File: config.mk
export PLATFORM = sky130hd
export DESIGN_NAME = pdcs_regs
export DESIGN_NICKNAME = d
export VERILOG_FILES = /design/src/pdcs_regs.v
export VERILOG_INCLUDE_DIRS = /design/src
export SDC_FILE = /design/constraint.sdc
export NUM_CORES = 1
export LEC_CHECK = 0
export ABC_AREA = 0
export BUFFER_PORTS_ARGS = -buffer_cell sky130_fd_sc_hd__buf_4
export CORE_AREA = 2 2 81 83
export CTS_CLUSTER_DIAMETER = 50
export DETAILED_ROUTE_END_ITERATION = 8
export DIE_AREA = 0 0 83 85
export GPL_ROUTABILITY_DRIVEN = 0
export PLACE_DENSITY = 0.85
export SLEW_MARGIN = 20
export SYNTH_ARGS = -nofsm -noshare
export SYNTH_HDL_FRONTEND = slang
export SYNTH_SLANG_ARGS = --single-unit
File: constraint.sdc
create_clock -name aclk -period 5.18 [get_ports aclk]
set_clock_uncertainty 0.1 [all_clocks]
set_input_delay 0.259 -clock aclk [delete_from_list [all_inputs] [get_ports aclk]]
set_output_delay 0.259 -clock aclk [all_outputs]
set_load 0.02 [all_outputs]
File: src/pdcs_defines.vh
// Purpose: constants for the device control and status register bank
// Assumes: axi4-lite, 32-bit data, one register per aligned word
// Notes: byte address of a register is four times its index
`ifndef PDCS_DEFINES_VH
`define PDCS_DEFINES_VH

// register indices and their byte addresses
`define PDCS_IDX_DEVICE_CONTROL 12'h048
`define PDCS_IDX_DEVICE_STATUS 12'h04a
`define PDCS_IDX_IRQ_STATUS 12'h080
`define PDCS_IDX_IRQ_MASK 12'h081
`define PDCS_ADDR_WIDTH 14
`define PDCS_ADDR_DEVICE_CONTROL 14'h0120
`define PDCS_ADDR_DEVICE_STATUS 14'h0128
`define PDCS_ADDR_IRQ_STATUS 14'h0200
`define PDCS_ADDR_IRQ_MASK 14'h0204

// decoded register selects
`define PDCS_SEL_NONE 3'h0
`define PDCS_SEL_CTL 3'h1
`define PDCS_SEL_STS 3'h2
`define PDCS_SEL_IRQ_STS 3'h3
`define PDCS_SEL_IRQ_MASK 3'h4

// device control field positions
`define PDCS_CTL_CORR_ERR_REPORT_EN 0
`define PDCS_CTL_NONFATAL_ERR_REPORT_EN 1
`define PDCS_CTL_FATAL_ERR_REPORT_EN 2
`define PDCS_CTL_UNSUPP_REQ_REPORT_EN 3
`define PDCS_CTL_RELAXED_ORDER_EN 4
`define PDCS_CTL_MAX_PAYLOAD_LO 5
`define PDCS_CTL_MAX_PAYLOAD_HI 7
`define PDCS_CTL_EXT_TAG_EN 8
`define PDCS_CTL_PHANTOM_FUNC_EN 9
`define PDCS_CTL_AUX_POWER_PM_EN 10
`define PDCS_CTL_NO_SNOOP_EN 11
`define PDCS_CTL_MAX_READ_REQ_LO 12
`define PDCS_CTL_MAX_READ_REQ_HI 14

// device status field positions
`define PDCS_STS_AUX_POWER_DETECTED 4
`define PDCS_STS_TXN_PENDING 5

// reset values and encodings
`define PDCS_RST_CTL_FIELDS 16'h0000
`define PDCS_RST_ERR_BITS 4'h0
`define PDCS_MPS_256 3'h1
`define PDCS_RESP_OKAY 2'h0
`define PDCS_RESP_SLVERR 2'h2

`endif

File: src/pdcs_regs.v
// Purpose: device control and device status registers of one switch port
// Assumes: single 250 MHz clock aclk, synchronous active-low reset aresetn
// Notes: error event inputs are one-cycle pulses from logic on aclk
//
// Contract
// - correctable error report enable, bit 0, rw
// - non-fatal error report enable, bit 1, rw
// - fatal error report enable, bit 2, rw
// - unsupported request report enable, bit 3
// - relaxed ordering bit reads zero, read-only
// - payload size field 7:5, code 1 is 256
// - bit 8 picks tag range under debug tagging
// - phantom function enable hardwired zero
// - aux power enable bit 10 survives port reset while aux power is detected
// - no-snoop enable reads zero, read-only
// - read request size field reads zero
// - correctable error detected, write one clears
// - non-fatal error detected, write one clears
// - fatal error detected, write one clears
// - unsupported request detected, write one clears
// - detection logged whatever the report enables
// - aux power detected bit, read-only
// - transactions pending bit hardwired zero
`timescale 1ns/1ps
`include "pdcs_defines.vh"

module pdcs_regs (
    input wire aclk,
    input wire aresetn,
    input wire aux_por_n,
    input wire [`PDCS_ADDR_WIDTH-1:0] s_axi_awaddr,
    input wire [2:0] s_axi_awprot,
    input wire s_axi_awvalid,
    output wire s_axi_awready,
    input wire [31:0] s_axi_wdata,
    input wire [3:0] s_axi_wstrb,
    input wire s_axi_wvalid,
    output wire s_axi_wready,
    output wire [1:0] s_axi_bresp,
    output wire s_axi_bvalid,
    input wire s_axi_bready,
    input wire [`PDCS_ADDR_WIDTH-1:0] s_axi_araddr,
    input wire [2:0] s_axi_arprot,
    input wire s_axi_arvalid,
    output wire s_axi_arready,
    output wire [31:0] s_axi_rdata,
    output wire [1:0] s_axi_rresp,
    output wire s_axi_rvalid,
    input wire s_axi_rready,
    input wire corr_err_evt,
    input wire nonfatal_err_evt,
    input wire fatal_err_evt,
    input wire unsupp_req_evt,
    input wire debug_sequential_tag,
    input wire aux_power_present,
    output wire corr_err_report,
    output wire nonfatal_err_report,
    output wire fatal_err_report,
    output wire unsupp_req_report,
    output wire max_payload_256,
    output wire ext_tag_range_255,
    output wire aux_power_pm_en,
    output wire irq
);

    function [2:0] pdcs_decode;
        input [`PDCS_ADDR_WIDTH-1:0] addr;
        begin
            case (addr)
                `PDCS_ADDR_DEVICE_CONTROL: pdcs_decode = `PDCS_SEL_CTL;
                `PDCS_ADDR_DEVICE_STATUS: pdcs_decode = `PDCS_SEL_STS;
                `PDCS_ADDR_IRQ_STATUS: pdcs_decode = `PDCS_SEL_IRQ_STS;
                `PDCS_ADDR_IRQ_MASK: pdcs_decode = `PDCS_SEL_IRQ_MASK;
                default: pdcs_decode = `PDCS_SEL_NONE;
            endcase
        end
    endfunction

    // write channel state
    reg awready_ff;
    reg wready_ff;
    reg aw_held_ff;
    reg w_held_ff;
    reg [`PDCS_ADDR_WIDTH-1:0] aw_addr_ff;
    reg [31:0] w_data_ff;
    reg [3:0] w_strb_ff;
    reg bvalid_ff;
    reg [1:0] bresp_ff;
    // read channel state
    reg arready_ff;
    reg rvalid_ff;
    reg [31:0] rdata_ff;
    reg [1:0] rresp_ff;

    // register contents
    reg [3:0] err_report_en_ff;
    reg [2:0] max_payload_size_ff;
    reg ext_tag_en_ff;
    reg aux_pm_en_ff;
    reg [3:0] err_detected_ff;
    reg [3:0] irq_status_ff;
    reg [3:0] irq_mask_ff;
    reg aux_sync1_ff;
    reg aux_sync2_ff;

    // user-side outputs
    reg [3:0] err_report_ff;
    reg max_payload_256_ff;
    reg ext_tag_range_255_ff;
    reg irq_ff;

    wire [3:0] err_evt;
    wire wr_fire;
    wire rd_fire;
    wire [2:0] wr_sel;
    wire [2:0] rd_sel;
    wire [3:0] w1c_err;
    wire [3:0] rd_clr_irq;
    wire [15:0] ctl_view;
    wire [15:0] sts_view;
    reg [31:0] nxt_rdata;
    reg [1:0] nxt_rresp;

    assign err_evt = {unsupp_req_evt, fatal_err_evt, nonfatal_err_evt, corr_err_evt};
    assign wr_fire = aw_held_ff && w_held_ff && !bvalid_ff;
    assign rd_fire = s_axi_arvalid && arready_ff;
    assign wr_sel = pdcs_decode(aw_addr_ff);
    assign rd_sel = pdcs_decode(s_axi_araddr);

    // reads of the control word show hardwired zeros in the ro fields
    assign ctl_view = {1'b0,
                       3'h0,
                       1'b0,
                       aux_pm_en_ff,
                       1'b0,
                       ext_tag_en_ff,
                       max_payload_size_ff,
                       1'b0,
                       err_report_en_ff};
    assign sts_view = {10'h000,
                       1'b0,
                       aux_sync2_ff,
                       err_detected_ff};

    // write path: address and data may arrive in either order
    always @(posedge aclk) begin
        if (!aresetn) begin
            awready_ff <= 1'b1;
            wready_ff <= 1'b1;
            aw_held_ff <= 1'b0;
            w_held_ff <= 1'b0;
            aw_addr_ff <= {`PDCS_ADDR_WIDTH{1'b0}};
            w_data_ff <= 32'h00000000;
            w_strb_ff <= 4'h0;
            bvalid_ff <= 1'b0;
            bresp_ff <= `PDCS_RESP_OKAY;
        end else begin
            if (s_axi_awvalid && awready_ff) begin
                aw_addr_ff <= s_axi_awaddr;
                aw_held_ff <= 1'b1;
                awready_ff <= 1'b0;
            end
            if (s_axi_wvalid && wready_ff) begin
                w_data_ff <= s_axi_wdata;
                w_strb_ff <= s_axi_wstrb;
                w_held_ff <= 1'b1;
                wready_ff <= 1'b0;
            end
            if (wr_fire) begin
                aw_held_ff <= 1'b0;
                w_held_ff <= 1'b0;
                bvalid_ff <= 1'b1;
                bresp_ff <= (wr_sel == `PDCS_SEL_NONE) ? `PDCS_RESP_SLVERR : `PDCS_RESP_OKAY;
            end
            // one write outstanding: readies return only once the answer is taken
            if (bvalid_ff && s_axi_bready) begin
                bvalid_ff <= 1'b0;
                awready_ff <= 1'b1;
                wready_ff <= 1'b1;
            end
        end
    end

    // read path
    always @* begin
        nxt_rresp = `PDCS_RESP_OKAY;
        case (rd_sel)
            `PDCS_SEL_CTL: nxt_rdata = {16'h0000, ctl_view};
            `PDCS_SEL_STS: nxt_rdata = {16'h0000, sts_view};
            `PDCS_SEL_IRQ_STS: nxt_rdata = {28'h0000000, irq_status_ff};
            `PDCS_SEL_IRQ_MASK: nxt_rdata = {28'h0000000, irq_mask_ff};
            default: begin
                nxt_rdata = 32'h00000000;
                nxt_rresp = `PDCS_RESP_SLVERR;
            end
        endcase
    end

    always @(posedge aclk) begin
        if (!aresetn) begin
            arready_ff <= 1'b1;
            rvalid_ff <= 1'b0;
            rdata_ff <= 32'h00000000;
            rresp_ff <= `PDCS_RESP_OKAY;
        end else begin
            if (rd_fire) begin
                arready_ff <= 1'b0;
                rvalid_ff <= 1'b1;
                rdata_ff <= nxt_rdata;
                rresp_ff <= nxt_rresp;
            end else if (rvalid_ff && s_axi_rready) begin
                rvalid_ff <= 1'b0;
                arready_ff <= 1'b1;
            end
        end
    end

    // control register: ro and reserved bits have no storage at all
    always @(posedge aclk) begin
        if (!aresetn) begin
            err_report_en_ff <= `PDCS_RST_ERR_BITS;
            max_payload_size_ff <= 3'h0;
            ext_tag_en_ff <= 1'b0;
        end else if (wr_fire && wr_sel == `PDCS_SEL_CTL) begin
            if (w_strb_ff[0]) begin
                err_report_en_ff <= w_data_ff[3:0];
                max_payload_size_ff <= w_data_ff[`PDCS_CTL_MAX_PAYLOAD_HI:`PDCS_CTL_MAX_PAYLOAD_LO];
            end
            if (w_strb_ff[1]) begin
                ext_tag_en_ff <= w_data_ff[`PDCS_CTL_EXT_TAG_EN];
            end
        end
    end

    // aux power presence comes from a pin, so it is synchronised first
    always @(posedge aclk) begin
        if (!aux_por_n) begin
            aux_sync1_ff <= 1'b0;
            aux_sync2_ff <= 1'b0;
        end else begin
            aux_sync1_ff <= aux_power_present;
            aux_sync2_ff <= aux_sync1_ff;
        end
    end

    // sticky enable: only power-on, a port reset without aux power, or a write of zero to bit 10 clears it
    always @(posedge aclk) begin
        if (!aux_por_n) begin
            aux_pm_en_ff <= 1'b0;
        end else if (!aresetn) begin
            if (!aux_sync2_ff) begin
                aux_pm_en_ff <= 1'b0;
            end
        end else if (wr_fire && wr_sel == `PDCS_SEL_CTL && w_strb_ff[1]) begin
            aux_pm_en_ff <= w_data_ff[`PDCS_CTL_AUX_POWER_PM_EN];
        end
    end

    assign w1c_err = (wr_fire && wr_sel == `PDCS_SEL_STS && w_strb_ff[0]) ? w_data_ff[3:0] : 4'h0;
    assign rd_clr_irq = (rd_fire && rd_sel == `PDCS_SEL_IRQ_STS) ? 4'hf : 4'h0;

    // per error class: detected flag, interrupt flag and gated report pulse
    genvar gi;
    generate
        for (gi = 0; gi < 4; gi = gi + 1) begin : g_err
            always @(posedge aclk) begin
                if (!aresetn) begin
                    err_detected_ff[gi] <= 1'b0;
                    irq_status_ff[gi] <= 1'b0;
                    err_report_ff[gi] <= 1'b0;
                end else begin
                    // a new event beats a clear in the same cycle
                    err_detected_ff[gi] <= (err_detected_ff[gi] & ~w1c_err[gi])
                                           | err_evt[gi];
                    irq_status_ff[gi] <= (irq_status_ff[gi] & ~rd_clr_irq[gi]) | err_evt[gi];
                    err_report_ff[gi] <= err_evt[gi] & err_report_en_ff[gi];
                end
            end
        end
    endgenerate

    always @(posedge aclk) begin
        if (!aresetn) begin
            irq_mask_ff <= 4'h0;
        end else if (wr_fire && wr_sel == `PDCS_SEL_IRQ_MASK && w_strb_ff[0]) begin
            irq_mask_ff <= w_data_ff[3:0];
        end
    end

    always @(posedge aclk) begin
        if (!aresetn) begin
            max_payload_256_ff <= 1'b0;
            ext_tag_range_255_ff <= 1'b0;
            irq_ff <= 1'b0;
        end else begin
            // reserved size codes fall back to 128 bytes
            max_payload_256_ff <= (max_payload_size_ff == `PDCS_MPS_256);
            ext_tag_range_255_ff <= debug_sequential_tag & ext_tag_en_ff;
            irq_ff <= |(irq_status_ff & irq_mask_ff);
        end
    end

    assign s_axi_awready = awready_ff;
    assign s_axi_wready = wready_ff;
    assign s_axi_bresp = bresp_ff;
    assign s_axi_bvalid = bvalid_ff;
    assign s_axi_arready = arready_ff;
    assign s_axi_rdata = rdata_ff;
    assign s_axi_rresp = rresp_ff;
    assign s_axi_rvalid = rvalid_ff;
    assign corr_err_report = err_report_ff[0];
    assign nonfatal_err_report = err_report_ff[1];
    assign fatal_err_report = err_report_ff[2];
    assign unsupp_req_report = err_report_ff[3];
    assign max_payload_256 = max_payload_256_ff;
    assign ext_tag_range_255 = ext_tag_range_255_ff;
    assign aux_power_pm_en = aux_pm_en_ff;
    assign irq = irq_ff;

endmodule

==> results of run 1 <==
-- flip-flops by register name, summed over array words and instances (netlist names), 2 cells and up --
name / count
aw_addr_ff: 14
s_axi_rdata: 10
w_data_ff: 9
err_detected_ff: 4
err_report_en_ff: 4
irq_mask_ff: 4
irq_status_ff: 4
max_payload_size_ff: 3
w_strb_ff: 2
-- layer usage --
layer | vias up | wire length, microns | track usage
li1 | 1309 | - | -
met1 | 1192 | 2820 | 0.240
met2 | 97 | 3450 | 0.355
met3 | 11 | 412 | 0.0681
met4 | 0 | 123 | 0.0849
met5 | - | 0 | 0
-- cell usage in the layout (no fill, tap or decap), types with 3 or more instances in the layout --
master and count:
or3_1 5, o21ai_1 4, and2_1 7, o21ai_0 13, a21oi_1 41, mux2_2 4, and3_1 6, nor2_1 4
clkbuf_8 10, conb_1 24, a41oi_1 4, or4_1 4, nand3b_1 3, buf_4 78, nand2_1 79, nand3_1 10
inv_1 7, dfxtp_1 74, mux2i_1 12, a222oi_1 4, nand2b_1 3
-- stage by stage --
stage | instances | hold WS [ns] | total power, W | util | area [sq um]
after CTS | 503 | 0.000499 | 0.00117 | 0.611 | 3790
after global routing | 504 | 0.00125 | 0.00122 | 0.612 | 3800
after floorplan | 371 | 0.259 | 0.000703 | - | 3140
final | 504 | 0.00954 | 0.00116 | 0.612 | 3800
after detailed placement | 487 | 0.337 | 0.000740 | 0.578 | 3590
after global placement | 487 | 0.338 | 0.000737 | 0.578 | 3590
-- critical path, delay by kind of cell, from the launching register on --
kind | cells | cell delay (ns)
and+or+nand+nor | 3 | 1.30
DFF | 1 | 0.33
muxes | 1 | 0.20
-- final cells by class --
cell class,count,area [sq um],area share
Clock inverter,5,55.1,0.0145
Tap cell,77,96.3,0.0254
Timing Repair Buffer,80,606,0.159
Clock buffer,10,138,0.0362
Multi-Input combinational cell,251,1400,0.368
Inverter,7,26.3,0.00691
Sequential cell,74,1480,0.390
-- kinds of logic after synthesis --
group	synth area share
AO/OA/AOI/OAI	0.133
buffers and inverters	0.0864
flip-flops	0.485
multiplexers	0.0540
other	0.00123
AND/OR/NAND/NOR	0.240
-- worst paths after layout --
check	startpoint	slack (ns)	cells past startpoint	to
worst max-delay path	aw_addr_ff[12]	3.14	4	err_report_en_ff[3]
worst min-delay path	s_axi_wvalid	0.01	2	s_axi_wready
worst min register to register	aux_sync1_ff	0.35	1	aux_sync2_ff
worst max register to register	aw_addr_ff[12]	3.14	4	err_report_en_ff[3]
-- power by group through the flow --
stage               Sequential, W  Clock, W  Combinational, W
finish                   0.000604  0.000435          0.000125
global route             0.000608  0.000475          0.000139
CTS                      0.000604  0.000442          0.000124
global placement         0.000616         0          0.000120
detailed placement       0.000617         0          0.000123
floorplan                0.000618         0         0.0000844
==> out/results.ini, run 1 <==
[worst_setup_path]
required_ns = 5.30
crit_path_max_incr_delay_ns = 0.57
worstPathMaxFanout = 7
end_kind = flop
cp-start-kind = flop
crit_path_cell_trace = or4_1 -> nor4_4 -> nand3_2 -> mux2i_1
slowest_stage = or4_1
crit_type = flop to flop
worstPathArrival_ns = 2.16

[detailed_routing]
drtIter0Drc = 140
vias = 2609
dr.pass1.iters = 4
antenna_left = 0
routedWlPerCell_microns = 13.5
finalWirelength_mm = 6.81
route.detailed.drc = 0
via_per_inst = 5.18

[clock_tree]
cts_tree = done
path_clk_slew_ns = 0.07
ctsHoldBuffers = 1
htreeDepth = 3
insertion_delay_ns = 0.34
cts_root_buf = clkbuf_8
postCtsSetupBuffers = 0
numClockSinks = 74
cts_inserted_buffers = 9
clk_path_buf_depth = 2
cts_resized = 0

[sta]
period_share = 0.394
final.setup.worst_slack_ns = 3.14
period_needed_ns = 2.04
finalSetupViolCount = 0
slew_headroom = 0.424
drv_slew = 0
tightest_slew_ns = 0.856
max_freq_mhz = 490
finalHoldViolations = 0
tns_ns = 0
rsz0062_at_grt = no

[floorplan]
initial_core_util = 0.493
ioPinCount = 133
coreArea_sq_um = 6200
die_y_microns = 85
rows = 29
die-width_microns = 83
die_area_sq_um = 7060

[finish]
drive_gt1_frac = 0.253
diodes = 0
layout.nets = 507
area_growth_pct = 24.3
n_fill_cell = 568

[global_route]
grtUsageTotal = 0.207
grt_pass1_wl_mm = 11.8
antenna_found_initial = 0
grt_pass1_vias = 2584
grt_overflow = 0
grt_start_max_net_pins = 39

[synthesis]
synth_top_area_cell = dfxtp_1
ys_ff_latch = 74
synthTopCellsByCount = nand2_1, dfxtp_1, a21oi_1
synth_most_common_cell = nand2_1
synth_top_area_frac = 0.485
seq_area_frac_synth = 0.485
synthTopCellsByArea = dfxtp_1, nand2_1, a21oi_1
syn-cell-area_sq_um = 3060
yosysUniqueCellTypes = 40
synth-edff-count = 0
syn_area_per_cell_sq_um = 8.78
ys_warn_count = 0
syn_inst = 348
async_flop_share = 0
ys.flop_type = dfxtp_1

[hold_path]
min_path_type = primary input to flop

[power_and_ir_drop]
vdd_drop_max_mv = 0.159
seqPwrFrac = 0.519
p_comb_frac = 0.107
leakage_nw = 1.67
p_int_w = 0.000874
powerDensity_nw_per_um2 = 306
switching_share = 0.249
switching_power_w = 0.000290
p_clk_frac = 0.374

[run_status]
status = finished clean

[placement]
pre_cts_ws_ns = 2.87
hpwlAfterDp_mm = 5.00
portBuffers = 77

[run]
cap_violations = 0

Power figures use the tool's default switching activity.
==> run 2: changes to the inputs <==
ABC_AREA = 1   (was 0)
CORE_AREA = 2 2 85 87   (was 2 2 81 83)
DIE_AREA = 0 0 87 89   (was 0 0 83 85)
PLACE_DENSITY = 0.81   (was 0.85)
clock period = 2 ns   (was 5.18 ns; I/O delays follow)
==> run 2 against run 1 <==
  * Die area grew 9.8%
  * Via count up 15%
  * Combinational power grew to 3.8 times the previous value
  * Power rose to 2.9 times the previous value
  * Sequential cell count did not move
  * Fmax grew 27%
  * Critical path type unchanged
  * Highest routed layer unchanged
==> out/results.ini, run 2 <==
[run_status]
status = finished clean

[detailed_routing]
dr.pass1.iters = 4  ; unchanged
vias = 3009  ; +15%
route.detailed.drc = 0  ; unchanged
antenna_left = 0  ; unchanged
via_per_inst = 4.80  ; -7.3%
finalWirelength_mm = 7.49  ; +10%
drtIter0Drc = 144  ; +2.9%
routedWlPerCell_microns = 11.9  ; -12%

[finish]
diodes = 0  ; unchanged
drive_gt1_frac = 0.214  ; -0.0390
fin_util = 0.642  ; +0.0298
layout.nets = 627  ; +24%
final_common_cell = nand2_1
regMostFlops = aw_addr_ff
area_growth_pct = 34.5
fin_area_sq_um = 4320  ; +14%
largest_register_ffs = 14  ; unchanged
layout_common_cells = nand2_1, buf_4, dfxtp_1

[clock_tree]
cts_tree = done
cts_resized = 0  ; unchanged
clk_path_buf_depth = 2  ; unchanged
path_clk_slew_ns = 0.08  ; about the same
htreeDepth = 3  ; unchanged
postCtsSetupBuffers = 0  ; unchanged
numClockSinks = 74  ; unchanged
cts_inserted_buffers = 9  ; unchanged
cts_root_buf = clkbuf_8
insertion_delay_ns = 0.35  ; about the same

[global_route]
grt_pass1_vias = 2774  ; +7.4%
grt_pass1_wl_mm = 12.1  ; +2.6%
grtUsageTotal = 0.201  ; -0.00669
grt_overflow = 0  ; unchanged
grt_start_max_net_pins = 43  ; +10%
antenna_found_initial = 0  ; unchanged

[synthesis]
syn_area_per_cell_sq_um = 7.45  ; -15%
synthTopCellsByArea = dfxtp_1, nand2_1, a21oi_1
yosysUniqueCellTypes = 33  ; -18%
async_flop_share = 0  ; unchanged
synth_top_area_cell = dfxtp_1
ys_ff_latch = 74  ; unchanged
synthTopCellsByCount = nand2_1, dfxtp_1, nor2_1
synth_top_area_frac = 0.462  ; -0.0231
synth_most_common_cell = nand2_1
seq_area_frac_synth = 0.462  ; -0.0231
syn_inst = 431  ; +24%
ys.flop_type = dfxtp_1
syn-cell-area_sq_um = 3210  ; +5.0%
synth-edff-count = 0  ; unchanged
ys_warn_count = 0  ; unchanged

[sta]
period_share = 0.801  ; +0.408
final.setup.worst_slack_ns = 0.397  ; -2.74 ns
period_needed_ns = 1.60  ; -0.437 ns
tightest_slew_ns = 0.740  ; -0.116 ns
max_freq_mhz = 624  ; +27%
finalSetupViolCount = 0  ; unchanged
rsz0062_at_grt = no
finalHoldViolations = 0  ; unchanged
drv_slew = 0  ; unchanged
slew_headroom = 0.505  ; +0.0813
tns_ns = 0  ; unchanged

[worst_setup_path]
worstPathArrival_ns = 1.73  ; -0.43 ns
rrSetupSlack_ns = 0.40  ; -2.74 ns
worstPathMaxFanout = 4  ; -3
cp-start-kind = flop
worst_r2r_startpoint = aw_addr_ff[8]
crit_path_frequent_cell = nand3_1
required_ns = 2.13  ; -3.17 ns
crit_path_max_incr_delay_ns = 0.47  ; -0.10 ns
reg2reg_depth = 7  ; +3
slowest_stage = nor3_1
r2r_end = err_detected_ff[3]
crit_path_cell_trace = inv_1 -> nor2_1 -> nand3_1 -> nor3_1 -> nand3_1 -> nand2_1 -> a21oi_1
end_kind = flop
cp_top_family = simple AND/OR/NAND/NOR gates
crit_type = flop to flop
path_buf_inv = 1  ; +1

[placement]
place_area_sq_um = 3750  ; +4.4%
hpwlAfterDp_mm = 4.96  ; -0.79%
portBuffers = 77  ; unchanged
pre_cts_ws_ns = 0.407  ; -2.46 ns

[hold_path]
whs_path_depth = 4  ; +2
holdPathEnd = s_axi_rdata[3]
min-delay-start = s_axi_arvalid
min_path_type = primary input to flop

[floorplan]
coreArea_sq_um = 6720  ; +8.3%
die_area_sq_um = 7740  ; +9.8%
ioPinCount = 133  ; unchanged
die-width_microns = 87  ; +4.8%
initial_core_util = 0.478  ; -0.0150
die_y_microns = 89  ; +4.7%
rows = 30  ; +3.4%

[run]
cap_violations = 0  ; unchanged

[power_and_ir_drop]
powerDensity_nw_per_um2 = 772  ; +150%
vdd_drop_max_mv = 0.499  ; +210%
leakage_nw = 1.99  ; +19%

[run 2: changes by cell type in the layout (fill, tap and decap cells not counted), moves of 5 or more]
| cell | before | now |
|---|---|---|
| and2_1 | 7 | 1 |
| and3_1 | 6 | 0 |
| dlygate4sd3_1 | 2 | 36 |
| inv_1 | 7 | 32 |
| inv_2 | 0 | 6 |
| mux2i_1 | 12 | 0 |
| nand2_1 | 79 | 85 |
| nand3_1 | 10 | 29 |
| nor2_1 | 4 | 53 |
| nor2_2 | 0 | 6 |
| o21ai_0 | 13 | 35 |
| or3_1 | 5 | 0 |
[run 2: worst max-delay path by stage]
stage,startpoint,end,slack (ns),cells past startpoint
floorplan,s_axi_bvalid,err_detected_ff[0],0.55,6
global placement,aw_addr_ff[8],err_detected_ff[3],0.45,7
detailed placement,aw_addr_ff[8],err_detected_ff[3],0.41,7
CTS,aw_addr_ff[8],err_detected_ff[3],0.39,7
global route,aw_addr_ff[8],err_detected_ff[3],0.16,7
finish,aw_addr_ff[8],err_detected_ff[3],0.40,7
[run 2: kinds of logic (layout without fill, tap and decap cells)]
family / Yosys count / in the layout / share of synthesized area
AO/OA/AOI/OAI: 85 / 85 / 0.137
flip-flops: 74 / 74 / 0.462
buffers and inverters: 75 / 168 / 0.119
other: 1 / 24 / 0.00117
AND/OR/NAND/NOR: 196 / 196 / 0.281
[run 2: layout make-up]
| type | instances | area (sq um) |
|---|---|---|
| inverters | 39 | 146 |
| clock inverters | 4 | 77.6 |
| well taps | 80 | 100 |
| flip-flops and latches | 74 | 1480 |
| fillers | 555 | 2400 |
| repair buffers | 114 | 946 |
| multi-input cells | 305 | 1430 |
| clock buffers | 11 | 131 |
[run 2: worst register-to-register path, stage by stage, from the launching register on]
cell and delay (ns):
dfxtp_1 0.31, inv_1 0.05, nor2_1 0.15, nand3_1 0.09, nor3_1 0.47, nand3_1 0.17, nand2_1 0.10, a21oi_1 0.05
[run 2: timing repair]
action	in CTS	in global routing
hold buffers	36	0
endpoints found under the hold margin	46	0
setup endpoints to repair	0	0
[run 2: layer usage]
layer,wire length (microns),global-route usage,vias up
li1,-,-,1570
met1,3230,0.237,1292
met2,3530,0.338,129
met3,547,0.0545,18
met4,178,0.0980,0
met5,0,0,-
[run 2: power breakdown]
part | leakage, nW | switching, W | internal (W)
clock network | 0.104 | 0.000553 | 0.000701
registers | 0.608 | 0.0000507 | 0.00155
logic | 1.28 | 0.000267 | 0.000206
total | 1.99 | 0.000871 | 0.00246
[run 2: metrics by stage]
step           hold slack (ns)  instances  total power [W]
4_1_cts                 0.0750        627          0.00334
5_1_grt                  0.104        627          0.00348
3_5_place_dp             0.181        576          0.00205
2_1_floorplan           0.0935        454          0.00192
3_3_place_gp             0.178        576          0.00203
6_report                0.0902        627          0.00333
